[src/rtl/desc_walk_params.svh]
`ifndef DESC_WALK_PARAMS_SVH
`define DESC_WALK_PARAMS_SVH

// descriptor layout, word indices within one descriptor
`define DESC_WORDS 4
`define IDX_LINK 2'h0
`define IDX_BUFFER 2'h1
`define IDX_LENGTH 2'h2
`define IDX_FLAGS 2'h3
`define IDX_LAST_WORD 2'h3
// byte stride between words and byte offset of the flags word
`define WORD_STRIDE 32'h4
`define FLAGS_WORD_OFS 32'hc
`define NULL_LINK 32'h0
// half-word fields
`define HI_MSB 31
`define HI_LSB 16
`define LO_MSB 15
`define LO_LSB 0
// flag bits inside the flags word
`define FIRST_BIT 31
`define LAST_BIT 30
`define OWNER_BIT 29
`define OWNER_MASK 32'h2000_0000
`define HALF_ZERO 16'h0
`define WORD_ZERO 32'h0

`endif

[src/rtl/desc_walk_pkg.sv]
package desc_walk_pkg;
   typedef logic [31:0] word_type;
   typedef logic [15:0] half_type;
   typedef enum logic [2:0] {
      ST_IDLE = 3'b000,
      ST_FETCH = 3'b001,
      ST_CHECK = 3'b010,
      ST_BUF = 3'b011,
      ST_WBACK = 3'b100
   } state_type;
endpackage : desc_walk_pkg

[src/rtl/desc_store_if.sv]
`include "desc_walk_params.svh"
interface desc_store_if;
   import desc_walk_pkg::*;
   logic we;
   logic [1:0] idx;
   word_type wdata;
   word_type word [`DESC_WORDS];
   modport walker (output we, output idx, output wdata, input word);
   modport store (input we, input idx, input wdata, output word);
endinterface : desc_store_if

[src/rtl/packet_buffer_descriptor_walker.sv]
// Behaviour
// word zero links to next descriptor
// software marks first fragment descriptors
// software marks last fragment descriptors
// fragments use consecutive descriptors
// word one holds buffer address
// offset in upper half, data buffers only
// length in lower half of word two
// empty buffer length is capacity, never exceeded
// flags in word three upper half
// packet length used only on data first
// first descriptor carries whole packet length
// software zeroes final link word
// owner flag on first; device clears it
// fetch four consecutive words, then buffer
`include "desc_walk_params.svh"
module packet_buffer_descriptor_walker (
   input wire logic clk_i, // system clock, 20 MHz
   input wire logic rst_i, // synchronous reset, active high
   input wire logic start_i, // pulse: walk the chain at head_addr_i
   input desc_walk_pkg::word_type head_addr_i, // first descriptor address
   input wire logic rx_mode_i, // 1: buffers are empty, to be filled
   output logic mem_req_o, // memory access request, held until ack
   output logic mem_we_o, // 1: write, 0: read
   output desc_walk_pkg::word_type mem_addr_o, // memory byte address
   output desc_walk_pkg::word_type mem_wdata_o, // memory write data
   input wire logic mem_ack_i, // memory access completes
   input desc_walk_pkg::word_type mem_rdata_i, // read data with ack
   output logic buf_req_o, // buffer ready for the data mover
   output desc_walk_pkg::word_type buf_addr_o, // first byte address
   output desc_walk_pkg::half_type buf_len_o, // bytes held or capacity
   output logic buf_first_o, // buffer is a packet's first fragment
   output logic buf_last_o, // buffer is a packet's last fragment
   output desc_walk_pkg::half_type pkt_len_o, // total packet length
   output logic pkt_len_valid_o, // pkt_len_o is meaningful
   input wire logic buf_done_i, // data mover finished the buffer
   input desc_walk_pkg::half_type buf_count_i, // bytes received
   output logic busy_o, // chain walk in progress
   output logic chain_end_o, // pulse: null link reached
   output logic owner_err_o // pulse: first descriptor not owned
);
   import desc_walk_pkg::*;

   function automatic half_type hi_half(input word_type w);
      return w[`HI_MSB:`HI_LSB];
   endfunction : hi_half

   function automatic half_type lo_half(input word_type w);
      return w[`LO_MSB:`LO_LSB];
   endfunction : lo_half

   state_type state_ff;
   logic [1:0] idx_ff;
   word_type base_ff;
   word_type sop_addr_ff;
   word_type sop_flags_ff;
   half_type acc_ff;
   logic rx_ff;
   logic mem_req_ff, mem_we_ff, buf_req_ff, buf_first_ff, buf_last_ff;
   logic pkt_len_valid_ff, busy_ff, chain_end_ff, owner_err_ff;
   word_type mem_addr_ff, mem_wdata_ff, buf_addr_ff;
   half_type buf_len_ff, pkt_len_ff;

   desc_store_if dif ();

   desc_store u_store (
      .clk_i(clk_i),
      .rst_i(rst_i),
      .port(dif.store)
   );

   // capture words
   assign dif.we = (state_ff == ST_FETCH) && mem_ack_i;
   assign dif.idx = idx_ff;
   assign dif.wdata = mem_rdata_i;

   wire word_type link_w = dif.word[`IDX_LINK];
   wire word_type bufp_w = dif.word[`IDX_BUFFER];
   wire half_type off_w = hi_half(dif.word[`IDX_LENGTH]);
   wire half_type len_w = lo_half(dif.word[`IDX_LENGTH]);
   wire word_type flags_w = dif.word[`IDX_FLAGS];
   wire half_type plen_w = lo_half(flags_w);
   wire first_w = flags_w[`FIRST_BIT];
   wire last_w = flags_w[`LAST_BIT];
   wire owner_w = flags_w[`OWNER_BIT];
   // clamp to capacity
   wire half_type clamp_w = (rx_ff && buf_count_i < buf_len_ff) ?
      buf_count_i : buf_len_ff;
   wire half_type acc_sum_w = 16'(acc_ff + clamp_w);
   // owner cleared on writeback
   wire word_type wb_data_w = rx_ff ?
      {hi_half(sop_flags_ff & ~`OWNER_MASK), acc_sum_w} :
      (sop_flags_ff & ~`OWNER_MASK);
   // offset only for data buffers
   wire word_type data_addr_w = rx_ff ? bufp_w :
      word_type'(bufp_w + {`HALF_ZERO, off_w});
   // descriptor ends its walk step either with or without a writeback
   wire adv_w = (state_ff == ST_BUF && buf_done_i && !buf_last_ff) ||
      (state_ff == ST_WBACK && mem_ack_i);
   wire start_w = state_ff == ST_IDLE && start_i &&
      head_addr_i != `NULL_LINK;

   always_ff @(posedge clk_i) begin
      if (rst_i) begin
         state_ff <= ST_IDLE;
         idx_ff <= `IDX_LINK;
         base_ff <= `WORD_ZERO;
         sop_addr_ff <= `WORD_ZERO;
         sop_flags_ff <= `WORD_ZERO;
         acc_ff <= `HALF_ZERO;
         rx_ff <= 1'b0;
         mem_req_ff <= 1'b0;
         mem_we_ff <= 1'b0;
         mem_addr_ff <= `WORD_ZERO;
         mem_wdata_ff <= `WORD_ZERO;
         buf_req_ff <= 1'b0;
         buf_addr_ff <= `WORD_ZERO;
         buf_len_ff <= `HALF_ZERO;
         buf_first_ff <= 1'b0;
         buf_last_ff <= 1'b0;
         pkt_len_ff <= `HALF_ZERO;
         pkt_len_valid_ff <= 1'b0;
         busy_ff <= 1'b0;
         chain_end_ff <= 1'b0;
         owner_err_ff <= 1'b0;
      end else begin
         chain_end_ff <= 1'b0;
         owner_err_ff <= 1'b0;
         if (adv_w) begin
            mem_we_ff <= 1'b0;
            buf_req_ff <= 1'b0;
            pkt_len_valid_ff <= 1'b0;
            // null link ends the walk
            if (link_w == `NULL_LINK) begin
               state_ff <= ST_IDLE;
               mem_req_ff <= 1'b0;
               busy_ff <= 1'b0;
               chain_end_ff <= 1'b1;
            end else begin
               // follow the link
               state_ff <= ST_FETCH;
               base_ff <= link_w;
               idx_ff <= `IDX_LINK;
               mem_req_ff <= 1'b1;
               mem_addr_ff <= link_w;
            end
            if (state_ff == ST_BUF) begin
               acc_ff <= acc_sum_w;
            end
         end else begin
            unique case (state_ff)
               ST_IDLE: begin
                  if (start_w) begin
                     state_ff <= ST_FETCH;
                     busy_ff <= 1'b1;
                     rx_ff <= rx_mode_i;
                     base_ff <= head_addr_i;
                     idx_ff <= `IDX_LINK;
                     mem_req_ff <= 1'b1;
                     mem_we_ff <= 1'b0;
                     mem_addr_ff <= head_addr_i;
                  end
               end
               ST_FETCH: begin
                  // consecutive word reads
                  if (mem_ack_i && idx_ff == `IDX_LAST_WORD) begin
                     mem_req_ff <= 1'b0;
                     state_ff <= ST_CHECK;
                  end else if (mem_ack_i) begin
                     idx_ff <= 2'(idx_ff + 2'h1);
                     mem_addr_ff <= mem_addr_ff + `WORD_STRIDE;
                  end
               end
               ST_CHECK: begin
                  // device must own the packet
                  if (first_w && !owner_w) begin
                     owner_err_ff <= 1'b1;
                     busy_ff <= 1'b0;
                     state_ff <= ST_IDLE;
                  end else begin
                     if (first_w) begin
                        sop_addr_ff <= base_ff;
                        sop_flags_ff <= flags_w;
                        acc_ff <= `HALF_ZERO;
                     end
                     // present the buffer
                     buf_req_ff <= 1'b1;
                     buf_addr_ff <= data_addr_w;
                     // length or capacity
                     buf_len_ff <= len_w;
                     // fragment flags
                     buf_first_ff <= first_w;
                     buf_last_ff <= last_w;
                     // total packet length
                     pkt_len_ff <= plen_w;
                     // packet length on data first only
                     pkt_len_valid_ff <= first_w && !rx_ff;
                     state_ff <= ST_BUF;
                  end
               end
               ST_BUF: begin
                  if (buf_done_i) begin
                     // last fragment: patch the first descriptor
                     buf_req_ff <= 1'b0;
                     pkt_len_valid_ff <= 1'b0;
                     acc_ff <= acc_sum_w;
                     mem_req_ff <= 1'b1;
                     mem_we_ff <= 1'b1;
                     mem_addr_ff <= sop_addr_ff + `FLAGS_WORD_OFS;
                     mem_wdata_ff <= wb_data_w;
                     state_ff <= ST_WBACK;
                  end
               end
               ST_WBACK: begin
                  state_ff <= ST_WBACK;
               end
               default: begin
                  state_ff <= ST_IDLE;
               end
            endcase
         end
      end
   end

   assign mem_req_o = mem_req_ff;
   assign mem_we_o = mem_we_ff;
   assign mem_addr_o = mem_addr_ff;
   assign mem_wdata_o = mem_wdata_ff;
   assign buf_req_o = buf_req_ff;
   assign buf_addr_o = buf_addr_ff;
   assign buf_len_o = buf_len_ff;
   assign buf_first_o = buf_first_ff;
   assign buf_last_o = buf_last_ff;
   assign pkt_len_o = pkt_len_ff;
   assign pkt_len_valid_o = pkt_len_valid_ff;
   assign busy_o = busy_ff;
   assign chain_end_o = chain_end_ff;
   assign owner_err_o = owner_err_ff;
endmodule : packet_buffer_descriptor_walker

[src/rtl/desc_store.sv]
`include "desc_walk_params.svh"
module desc_store (
   input wire logic clk_i, // system clock
   input wire logic rst_i, // synchronous reset, active high
   desc_store_if.store port // word writes in, held words out
);
   import desc_walk_pkg::*;

   genvar g;
   generate
      for (g = 0; g < `DESC_WORDS; g++) begin : g_word
         word_type word_ff;
         always_ff @(posedge clk_i) begin
            if (rst_i) begin
               word_ff <= `WORD_ZERO;
            end else if (port.we && port.idx == 2'(g)) begin
               word_ff <= port.wdata;
            end
         end
         assign port.word[g] = word_ff;
      end
   endgenerate
endmodule : desc_store

[config.mk]
export PLATFORM = sky130hd
export DESIGN_NAME = packet_buffer_descriptor_walker
export DESIGN_NICKNAME = d
export VERILOG_FILES = /design/src/rtl/desc_walk_pkg.sv /design/src/rtl/desc_store_if.sv /design/src/rtl/packet_buffer_descriptor_walker.sv /design/src/rtl/desc_store.sv
export VERILOG_INCLUDE_DIRS = /design/src /design/src/rtl
export SDC_FILE = /design/constraint.sdc
export NUM_CORES = 1
export LEC_CHECK = 0
export BUFFER_PORTS_ARGS = -buffer_cell sky130_fd_sc_hd__buf_2
export CAP_MARGIN = 20
export CORE_MARGIN = 3
export CORE_UTILIZATION = 58
export DETAILED_ROUTE_END_ITERATION = 6
export PLACE_DENSITY = 0.91
export SLEW_MARGIN = 20
export SYNTH_ARGS = -nofsm -noshare
export SYNTH_HDL_FRONTEND = slang
export SYNTH_SLANG_ARGS = --single-unit
[constraint.sdc]
create_clock -name clk_i -period 5.4 [get_ports clk_i]
set_input_delay 0.81 -clock clk_i [delete_from_list [all_inputs] [get_ports clk_i]]
set_output_delay 0.81 -clock clk_i [all_outputs]
set_load 0.02 [all_outputs]
==> flow_metrics.tcl <==
set metrics [dict create \
    vias 18000 \
    drt_iter0_markers 2475 \
    start_util 0.599 \
    ios 223 \
    rows 63 \
    dieArea_mm2 0.0332 \
    synth.net_count 2527 \
    first_pass_iters 6 \
    synthMuxAreaShare 0.0136 \
    clkTransAtPathRegs_ns 0.06 \
    clock_path_buffers 3 \
    worstMarginPinSlew_ns 1.09 \
    synth-main-ff-cell "dfxtp_1" \
    synth_edf_count 0 \
    fin_crit_sh 0.813 \
    clkPwrFrac 0.411 \
    power.share.switching 0.283 \
    die_x_um 182 \
    finalHoldViolations 0 \
    diodes 0 \
    powerDensity_mw_per_mm2 331 \
    synth_compound_area_frac 0.193 \
    yosysWarnings 0 \
    fin_nets 2648 \
    final_cell_mix "nand2_1, dfxtp_1, a21oi_1" \
    synth_xor_area_frac 0.0416 \
    globalRouteOverflowTotal 0 \
    clkSinkCount 381 \
    via_per_inst 6.15 \
    synth-seq-cells 381 \
    status "completed" \
    netlist_instances 2386 \
    wire_per_inst_um 19.6 \
    drive_above_1_share 0.131 \
    hp-start "sop_flags_ff[22]" \
    ant_nets 0 \
    p_leak_nw 7.80 \
    place_inst 2855 \
    dp_hpwl_um 39500 \
    period_minus_slack_ns 4.39 \
    clk-insertion-delay-late_ns 0.55 \
    htree_num_levels 2 \
    port-buffer-count 221 \
    grt_use_total 0.327 \
    startpoint "buf_len_o[1]" \
    final_common_cell "nand2_1" \
    synthArstFlopShare 0 \
    hold_slack_ns 0.454 \
    grt_max_degree 167 \
    antenna_found_initial 1 \
    final_cells 2929 \
    drc 0 \
    synth_simple_gate_area_frac 0.245 \
    switching_power_mw 1.93 \
    endpoint_kind "register" \
    die_y_um 182 \
    required_ns 5.85 \
    rsz0062_at_grt "no" \
    cts_resized 0 \
    cp.arrival_ns 4.84 \
    yosysSeqAreaShare 0.423 \
    clock_skew_ns 0.0228 \
    gp_congestion 0.965 \
    grt_pass1_vias 16600 \
    setup-tns-final_ns 0 \
    routed_wl_um 57400 \
    slew_violations 0 \
    start_kind "register" \
    p_int_mw 4.89 \
    path_max_fanout 18 \
    total_power_mw 6.82 \
    synth_cell_types 68 \
    hold_class "reg -> reg" \
    critPathKind "reg -> reg" \
    cts_hold_buffers 0 \
    slew_headroom 0.274 \
    syn-mean-instance-area_um2 7.56 \
    maxCapViolCount 0 \
    cts_inserted_buffers 40 \
    p_seq_frac 0.451 \
    max_freq_mhz 228 \
    netlist_area_mm2 0.0180 \
    synth_top_family_by_area "simple AND/OR/NAND/NOR gates" \
    grt_pass1_wl_um 88700 \
    core_mm2 0.0301 \
    cts_tree "done" \
    setup_viol 0 \
    synth_fa_ha_area_frac 0.0390 \
    p_comb_frac 0.137 \
    area_growth_pct 14.2 \
    root_buffer "clkbuf_16" \
    ir_worst_vdd_v 0.000266 \
    r2r_start "buf_len_o[1]" \
    post-cts-setup-buffers 0 \
]
==> kinds of logic after synthesis <==
family / Yosys count
compound gates: 584
xor+xnor: 84
fa+ha+maj: 55
buf+inv: 210
flops: 381
mux: 24
other cells: 1
simple gates: 1047
==> per-layer routing <==
metal / GRT usage / wire length (um)
met5: 0 / 10
met4: 0.139 / 2620
met3: 0.0634 / 6320
met2: 0.505 / 25400
met1: 0.449 / 23000
==> sequential cells by signal (all words and copies together) (netlist names) <==
name and count:
buf_req_o 1, state_ff 3, owner_err_o 1, dif.idx 2, pkt_len_o 16, base_ff 32, chain_end_o 1, u_store.g_word.word_ff 128
buf_len_o 16, busy_o 1, buf_first_o 1, buf_last_o 1, mem_addr_o 32, buf_addr_o 32, sop_addr_ff 32, mem_we_o 1
sop_flags_ff 31, acc_ff 16, mem_req_o 1, rx_ff 1, mem_wdata_o 31, pkt_len_valid_o 1
==> cell usage after synthesis (9+ instances only) <==
library cell,number,share of area
a211oi_1,49,0.020
a21oi_1,332,0.092
a311oi_1,43,0.021
a31oi_1,13,0.0045
and3_1,19,0.0066
buf_1,9,0.0019
buf_2,10,0.0028
clkbuf_1,147,0.031
dfxtp_1,381,0.42
ha_1,53,0.037
inv_1,42,0.0087
mux2i_1,22,0.012
nand2_1,661,0.14
nand2b_1,12,0.0042
nand3_1,46,0.013
nand4_1,17,0.0059
nor2_1,181,0.038
nor2b_1,13,0.0045
nor3_1,29,0.0081
nor4_1,21,0.0073
o211ai_1,12,0.0050
o21a_1,9,0.0037
o21ai_0,72,0.020
or3_1,9,0.0031
xnor2_1,47,0.023
xor2_1,36,0.017
==> metrics by stage <==
step           utilization  instance area, um2  setup slack [ns]
6_report             0.684               20600              1.01
5_1_grt              0.684               20600             0.592
3_5_place_dp         0.639               19300             0.541
2_1_floorplan            -               18000             0.867
3_3_place_gp         0.639               19300             0.630
4_1_cts              0.684               20600             0.987
==> final cells by class <==
class,instances,area (um2)
Clock buffer,57,1100
Tap cell,390,488
Clock inverter,17,230
Inverter,43,161
Sequential cell,381,7630
Fill cell,2443,9510
Multi-Input combinational cell,1795,9660
Timing Repair Buffer,246,1330
==> worst max-delay path, stage by stage (launching register included) <==
cell	delay, ns
dfxtp_1	0.34
inv_1	0.08
ha_1	0.29
a2111oi_0	0.46
or4_1	0.19
nand3_1	0.09
a21oi_2	0.16
buf_4	0.22
o21ai_0	0.14
ha_1	0.32
a211oi_1	0.08
nor2_1	0.19
nor2_1	0.09
o31ai_1	0.56
a221oi_2	0.12
a211o_1	0.33
xnor2_1	0.15
or3_1	0.36
a31oi_1	0.13
==> worst paths after layout <==
| check | to | slack (ns) | cells after the start |
|---|---|---|---|
| min | mem_wdata_o[22] | 0.45 | 2 |
| max | acc_ff[15] | 1.01 | 18 |
| min reg2reg | mem_wdata_o[22] | 0.45 | 2 |
| max reg2reg | acc_ff[15] | 1.01 | 18 |
==> power groups by stage <==
stage	clock network (mW)	logic, mW	registers (mW)
2_1_floorplan	0	0.540	3.17
3_3_place_gp	0	0.881	3.13
3_5_place_dp	0	0.899	3.13
4_1_cts	2.82	0.909	3.07
5_1_grt	2.93	1.01	3.09
6_report	2.80	0.936	3.08
Note: power is estimated with default switching activity, not from simulation.
